--- config.mk ---
export PLATFORM = sky130hd
export DESIGN_NAME = uei_top
export DESIGN_NICKNAME = d
export VERILOG_FILES = /design/src/rtl/uei_pkg.sv /design/src/rtl/uei_top.sv
export SDC_FILE = /design/constraint.sdc
export NUM_CORES = 1
export LEC_CHECK = 0
export BUFFER_PORTS_ARGS = -buffer_cell sky130_fd_sc_hd__buf_2
export CORE_ASPECT_RATIO = 2
export CORE_UTILIZATION = 44
export DETAILED_ROUTE_END_ITERATION = 12
export GPL_ROUTABILITY_DRIVEN = 0
export HOLD_SLACK_MARGIN = 0.02
export PLACE_DENSITY = 0.85
export SLEW_MARGIN = 5
export SYNTH_ARGS = -nofsm -noshare
export SYNTH_HDL_FRONTEND = slang
export SYNTH_SLANG_ARGS = --single-unit
--- constraint.sdc ---
create_clock -name clk_sys -period 2.4 [get_ports clk_sys]
set_input_delay 0.12 -clock clk_sys [delete_from_list [all_inputs] [get_ports clk_sys]]
set_output_delay 0.12 -clock clk_sys [all_outputs]
set_load 0.01 [all_outputs]
--- src/rtl/uei_pkg.sv ---
// Constants for the UART event interrupt enable block.
// Assumes a 32-bit Avalon-MM slave port with byte addresses.
package uei_pkg;

  // Register byte offsets.
  localparam logic [11:0] UEI_ADDR_MASK = 12'h300;
  localparam logic [11:0] UEI_ADDR_SET = 12'h304;
  localparam logic [11:0] UEI_ADDR_CLR = 12'h308;

  // Bus geometry.
  localparam int UEI_ADDR_W = 12;
  localparam int UEI_DATA_W = 32;
  localparam int UEI_BE_W = 4;

  // Event bit positions inside every enable register.
  localparam int UEI_BIT_CTS = 0;
  localparam int UEI_BIT_CTS_OFF = 1;
  localparam int UEI_BIT_RXRDY = 2;
  localparam int UEI_BIT_RXEND = 3;
  localparam int UEI_BIT_TXSENT = 4;
  localparam int UEI_BIT_TXEND = 5;
  localparam int UEI_BIT_ERROR = 6;
  localparam int UEI_BIT_RX_TIMEOUT = 7;
  localparam int UEI_BIT_RXBEGUN = 8;
  localparam int UEI_BIT_TXBEGUN = 9;
  localparam int UEI_BIT_TXHALT = 10;
  localparam int UEI_NUM_EVT = 11;

  // Reset values.
  localparam logic [UEI_NUM_EVT-1:0] UEI_EN_RST = 11'h000;
  localparam logic [UEI_DATA_W-1:0] UEI_DATA_RST = 32'h0000_0000;

  // Bus answer latency in cycles: one wait state per access.
  localparam int UEI_WAIT_CYC = 1;

endpackage : uei_pkg

--- src/rtl/uei_top.sv ---
// UART event interrupt enable: enable register, set and clear aliases,
// and the gated interrupt output.
// Assumes event flags come from logic on clk_sys and an Avalon-MM master.
//
// Chosen here: register access over Avalon-MM.
`timescale 1ns/10ps

// Contract
// - Read/write enable register at 0x300, all bits reset to zero.
// - Clear-to-send enable bit: 0 blocks, 1 allows its interrupt.
// - Clear-to-send-deasserted enable bit: 0 blocks, 1 allows.
// - Received-byte-ready enable bit: 0 blocks, 1 allows.
// - Receive-buffer-end enable bit: 0 blocks, 1 allows.
// - Transmitted-byte enable bit: 0 blocks, 1 allows.
// - Transmit-buffer-end enable bit: 0 blocks, 1 allows.
// - Error-detected enable bit: 0 blocks, 1 allows.
// - Receiver-timeout enable bit: 0 blocks, 1 allows.
// - Receiver-started enable bit: 0 blocks, 1 allows.
// - Transmitter-started enable bit: 0 blocks, 1 allows.
// - Transmitter-stopped enable bit: 0 blocks, 1 allows.
// - Set alias at 0x304: writing 1 turns that enable on.
// - Reading the set alias returns the current enable bits.
// - Clear alias at 0x308: writing 1 turns off; reads return enables.
module uei_top
  import uei_pkg::*;
(
  // Clock and reset.
  input wire logic clk_sys,
  input wire logic rst_b,
  // Avalon-MM slave.
  input wire logic [uei_pkg::UEI_ADDR_W-1:0] avs_address,
  input wire logic avs_read,
  input wire logic avs_write,
  input wire logic [uei_pkg::UEI_DATA_W-1:0] avs_writedata,
  input wire logic [uei_pkg::UEI_BE_W-1:0] avs_byteenable,
  output logic [uei_pkg::UEI_DATA_W-1:0] avs_readdata,
  output logic avs_waitrequest,
  // Event flags and interrupt.
  input wire logic [uei_pkg::UEI_NUM_EVT-1:0] evt_flags,
  output logic uart_irq
);
  import uei_pkg::*;

  typedef struct packed {
    logic [UEI_NUM_EVT-1:0] en;
    logic ack;
    logic [UEI_DATA_W-1:0] rdata;
    logic irq;
  } uei_state_t;

  uei_state_t st_q;
  uei_state_t st_d;
  logic req;
  logic acc_wr;
  logic acc_rd;
  logic [UEI_DATA_W-1:0] lane_mask;
  logic [UEI_DATA_W-1:0] wmask;
  logic [UEI_NUM_EVT-1:0] wbits;
  logic [UEI_NUM_EVT-1:0] bmask;
  logic [UEI_NUM_EVT-1:0] gated;
  logic hit;

  assign req = avs_read | avs_write;
  // The request is accepted on the edge after its wait state, in the cycle where ack is high.
  assign acc_wr = avs_write & st_q.ack;
  assign acc_rd = avs_read & st_q.ack;
  assign avs_waitrequest = req & ~st_q.ack;
  assign avs_readdata = st_q.rdata;
  assign uart_irq = st_q.irq;

  always_comb begin
    for (int i = 0; i < UEI_BE_W; i++) begin
      lane_mask[i*8 +: 8] = {8{avs_byteenable[i]}};
    end
  end

  assign wmask = avs_writedata & lane_mask;
  assign wbits = wmask[UEI_NUM_EVT-1:0];
  assign bmask = lane_mask[UEI_NUM_EVT-1:0];
  assign hit = (avs_address == UEI_ADDR_MASK) |
               (avs_address == UEI_ADDR_SET) |
               (avs_address == UEI_ADDR_CLR);

  assign gated = evt_flags & st_q.en;

  always_comb begin
    st_d = st_q;
    // Ack rises for exactly one cycle after a wait state, then drops.
    st_d.ack = req & ~st_q.ack;
    st_d.irq = |gated;
    if (acc_wr) begin
      unique case (avs_address)
        UEI_ADDR_MASK: st_d.en = (st_q.en & ~bmask) | wbits;
        UEI_ADDR_SET: st_d.en = st_q.en | wbits;
        UEI_ADDR_CLR: st_d.en = st_q.en & ~wbits;
        default: st_d.en = st_q.en;
      endcase
    end
    // Read data is loaded on the wait edge and held until the next access.
    if (req & ~st_q.ack) begin
      st_d.rdata = UEI_DATA_RST;
      if (avs_read & hit) begin
        st_d.rdata[UEI_NUM_EVT-1:0] = st_q.en;
      end
    end
  end

  always_ff @(posedge clk_sys or negedge rst_b) begin
    if (!rst_b) begin
      st_q <= '{en: UEI_EN_RST, ack: 1'b0, rdata: UEI_DATA_RST, irq: 1'b0};
    end else begin
      st_q <= st_d;
    end
  end

  // Helper: upper read bits must always be zero.
  logic [UEI_DATA_W-1:0] hi_mask;
  assign hi_mask = ~{{(UEI_DATA_W-UEI_NUM_EVT){1'b0}}, {UEI_NUM_EVT{1'b1}}};

  // Helper: bit i is set when no enabled flag other than bit i is raised.
  logic [UEI_NUM_EVT-1:0] solo_evt;
  always_comb begin
    for (int i = 0; i < UEI_NUM_EVT; i++) begin
      solo_evt[i] = (gated & ~({{(UEI_NUM_EVT-1){1'b0}}, 1'b1} << i)) == '0;
    end
  end
endmodule // uei_top

; ---- Word level (Yosys, flattened, before mapping)
; Index checks and enable logic that the tools add are counted.
[classes]
n_addsub = 0
n_mul = 0
n_div = 0
magnitude_cmp = 0
eq_ne = 3
n_shift = 0
mux = 2
n_bitwise = 15
reduce_logical = 3
[op_table]
columns = op, n
row1 = $and 11x11->11, 4
row2 = $eq 12x10->1 const B, 3
row3 = $pmux 11 s3, 1
row4 = $not 11->11, 2
row5 = $or 11x11->11, 2
row6 = $mux 11, 1
row7 = $reduce_or 11->1, 1
row8 = $and 1x1->1, 3
row9 = $or 1x1->1, 3
row10 = $reduce_bool 3->1, 1
row11 = $reduce_and 2->1, 1
row12 = $not 1->1, 1
[word_totals]
regBits = 24
latchBits = 0
mem_bits_rw = 0
romBits = 0
inputBits = 63
out_inout_bits = 34
elab_cells = 27
mem_count = 0

; ---- Depth between registers and ports, before layout
[depth]
ltp_word = 5
ltp_mapped = 5
mapped_depth_nobuf = 4

; ---- Worst setup path before layout
; No wires, ideal clock.
[synth_path]
kind = input -> register
startpoint = input avs_address[5] (netlist name)
endpoint = register st_q[40] (netlist name)
setup_ps = 87
arrival_time_ps = 1582
required_time_ps = 2313
path_slack_ps = 732
path_stages = 5
n_path_buf = 1
cell_sequence = or4_4 -> or4_4 -> buf_6 -> or2_0 -> o211ai_1
[synth_via]
elab_chain_len = 3
word_cells_on_any_way = 6
cone_classes = eq/ne: 3 / mux: 1 / reduce/logical: 2
[synth_rtl]
columns = item, line_no
row1 = "start, declared", uei_top.sv:31  ; input wire logic [uei_pkg::UEI_ADDR_W-1:0] avs_address,
row2 = $eq 12x10->1, uei_top.sv:92  ; unique case (avs_address)
row3 = $reduce_bool 3->1 (no source line), --
row4 = $reduce_and 2->1 (no source line), --
row5 = "end signal, assigned", uei_top.sv:110  ; st_q <= '{en: UEI_EN_RST, ack: 1'b0, rdata: UEI_DATA_RST, irq: 1'b0};
row6 = "end signal, assigned", uei_top.sv:112  ; st_q <= st_d;
row7 = "end, declared", uei_top.sv:51  ; uei_state_t st_q;
; Several ways; a longest one is shown, not always the timed one.
; A chain may end at the register's enable or synchronous reset.

; ---- Final worst setup path
[layout_path]
startpoint = input avs_address[5] (netlist name)
endpoint = register st_q[34] (netlist name)
; Same word-level chain as after synthesis.

==> metrics.md <==
| Metric | Value |
|---|---|
| Initial Utilization | 46.8% |
| Total grt overflow | 0 |
| RSZ-0062 raised after global routing | no |
| Final #Nets | 249 |
| Async SR Flop Fraction | 100% |
| Fraction of layout cells with a size suffix above 1 | 36.8% |
| Slowest cell on the critical path | or4_4 |
| Fin. max-slew vios | 0 |
| Unique masters post-synth | 26 |
| Dpl cell area | 0.00154 mm² |
| PortBufs | 52 |
| Global Route Usage Sum | 16.3% |
| Cells after DPL | 210 |
| Core Util, Final | 54.4% |
| Synth Area in Adders | 0% |
| CP peak stage delay | 590 ps |
| Yosys warns | 0 |
| ANT nets after route | 0 |
| Post-synth top area share | 43.0% |
| Sequential-to-total area share from yosys stat | 43.0% |
| Max Clk Rate | 0.629 GHz |
| Worst slew pin tran | 528 ps |
| Setup Total Neg Slack | 0 ps |
| Mean Syn Cell Area | 9.89 µm² |
| Largest net degree at the start of global routing | 25 |
| Commonest cells post-synth | 32 x buf_4, 24 x dfrtp_1, 13 x nand2_1 |
| Relative slew slack | 64.3% |
| H-tree Lvls | 1 |
| Crit-path leading delay family | simple AND/OR/NAND/NOR gates |
| Cell Count, Final, Fillers Out | 215 |
| Clock Sinks | 24 |
| Io pins | 97 |
| Initial antenna violation count | 0 |
| Critical Path AT | 1770 ps |
| First-pass GRT wire length | 4400 µm |
| Worst hold margin | 92.2 ps |
| Crit path top cell by count | or4_4 |
| TritonRoute pass-1 iters | 4 |
| Final setup viols | 0 |
| Primary FF master, synth | dfrtp_1 |
| Largest family of logic cells by synthesized area | buffers and inverters |
| Die Y | 81.6 µm |
| Synth Register Bits | 24 |
| Worst setup path class | primary input to register |
| Post-synthesis mux area share | 0% |
| DRC Markers | 0 |
| Max-cap violations | 0 |
| CTS resizes | 0 |
| Post-DP HPWL | 2260 µm |
| Crit path cell chain | buf_2 -> or4_4 -> or4_4 -> or2_2 -> o211ai_1 |
| Crit-path max FO | 11 |
| Vias in the first global route | 1036 |
| PD cells | 529 mW/mm² |
| # fillers | 286 |
| Reg clk slew, reported paths | 80 ps |
| CTS Root Cell | clkbuf_8 |
| Buf/Inv on CP | 1 |
| CTS tree | done |
| Total CTS buffers | 3 |
| Worst VDD drop | 0.275 mV |
| Hold Violations, Final | 0 |
| Status | complete, no violations |
| Pleak | 0.884 nW |
| Kind of start point of the critical path | primary input |
| Clock Latency Late Sink | 260 ps |
| Die area | 0.00341 mm² |
| Synthesis-to-layout area growth | 16.1% |
| CTS Buffer Depth | 2 |
| Cells after Synth | 141 |
| Critical Path RT | 2580 ps |
| Die Wd | 41.8 µm |
| Count leader, synth | buf_4 |
| Hold Path Class | primary input to register |
| DRT iter0 DRCs | 27 |
| CP endpoint kind | register |
| Skew final | 2.41 ps |
| Compound-Gate Fraction of Synth Area | 20.3% |
| Largest cells by area after synthesis | dfrtp_1 43%, buf_4 17%, a22o_1 6.9% |
| Post-Route WL | 2750 µm |
| Post-synth EDFFs | 0 |
| Fin crit share | 66.3% |
| Synth area leader | dfrtp_1 |
| FP Rows | 28 |
| Ant. Diodes | 0 |
| Synth Area in XOR/XNOR | 0.628% |
| Post-synthesis simple-gate area fraction | 13.3% |
| DR vias | 1139 |
| Fin crit period | 1590 ps |
| Routed len/inst | 12.8 µm |
| Post-Syn Area | 0.00140 mm² |
| Final Cell Area | 0.00162 mm² |
| Vias per inst | 5.30 |
| Core Area | 0.00298 mm² |
-- logic make-up after synthesis --
family                 after synthesis
buffers and inverters               49
AO/OA/AOI/OAI                       32
XOR/XNOR                             1
flip-flops                          24
AND/OR/NAND/NOR                     34
other                                1
-- final cells by class --
class / instances / area, µm² / share of cell area [%]
Clock buffer: 3 / 41.3 / 2.55
Clock inverter: 1 / 30.0 / 1.85
Timing Repair Buffer: 57 / 300 / 18.5
Multi-Input combinational cell: 88 / 566 / 34.9
Sequential cell: 24 / 601 / 37.1
Inverter: 12 / 45.0 / 2.78
Tap cell: 30 / 37.5 / 2.32
-- timing repair --
item / CTS / global route
endpoints found under the hold margin: 24 / 0
buffers inserted: 0 / 0
hold buffers: 1 / 0
-- final timing paths --
path / startpoint / end / slack [ps] / depth (start not counted)
min in group asynchronous: rst_b / avs_readdata[6] / 370 / 2
hold reg to reg: avs_readdata[8] / avs_readdata[8] / 500 / 1
hold / removal: evt_flags[6] / uart_irq / 90 / 3
setup reg to reg: st_q[33] / st_q[34] / 920 / 4
max in group asynchronous: rst_b / st_q[35] / 1690 / 2
setup / recovery: avs_address[5] / st_q[34] / 810 / 5
-- power breakdown --
group	switching [mW]	leakage [nW]	internal [mW]
combinational	0.0630	0.577	0.0439
sequential	0.00217	0.271	0.406
clock	0.119	0.0357	0.223
total	0.184	0.884	0.673
-- cell usage in the layout, fill, tap and decap left out --
cell type | synthesis | final
or2_2 | 3 | 3
or4_4 | 2 | 2
nand2_1 | 13 | 13
a2111oi_2 | 0 | 2
a222oi_1 | 1 | 1
and4_1 | 1 | 1
o221ai_1 | 9 | 9
clkbuf_8 | 0 | 3
a22o_1 | 11 | 11
buf_2 | 2 | 52
o41ai_1 | 1 | 1
or2_0 | 1 | 1
inv_1 | 12 | 12
dlygate4sd3_1 | 0 | 1
conb_1 | 1 | 21
xnor2_1 | 1 | 1
nand3b_1 | 1 | 1
o41ai_2 | 1 | 1
bufinv_16 | 0 | 1
buf_4 | 32 | 4
a22oi_1 | 4 | 4
nand3_1 | 11 | 11
nand4bb_1 | 1 | 1
nand2b_1 | 1 | 1
o21bai_1 | 1 | 1
dfrtp_1 | 24 | 24
o211ai_1 | 2 | 2
-- stage by stage --
stage,setup WS (ps),power [mW]
global placement,547,0.521
detailed placement,531,0.522
floorplan,732,0.493
global route,764,0.892
CTS,808,0.863
finish,809,0.857
-- tightest hold or removal path: stages --
cell,delay [ps]
buf_2,80
a222oi_1,60
nand2_1,60
-- registers in the layout (all words and copies together), names as in the netlist --
name and flops:
st_q 12, avs_readdata 11, uart_irq 1
-- per-layer routing --
layer | track usage (%) | vias to the layer above | wire [µm]
li1 | - | 544 | -
met1 | 15.8 | 541 | 958
met2 | 34.4 | 52 | 1590
met3 | 1.54 | 2 | 178
met4 | 4.84 | 0 | 23
met5 | 0 | - | 0
Power figures use the tool's default switching activity.
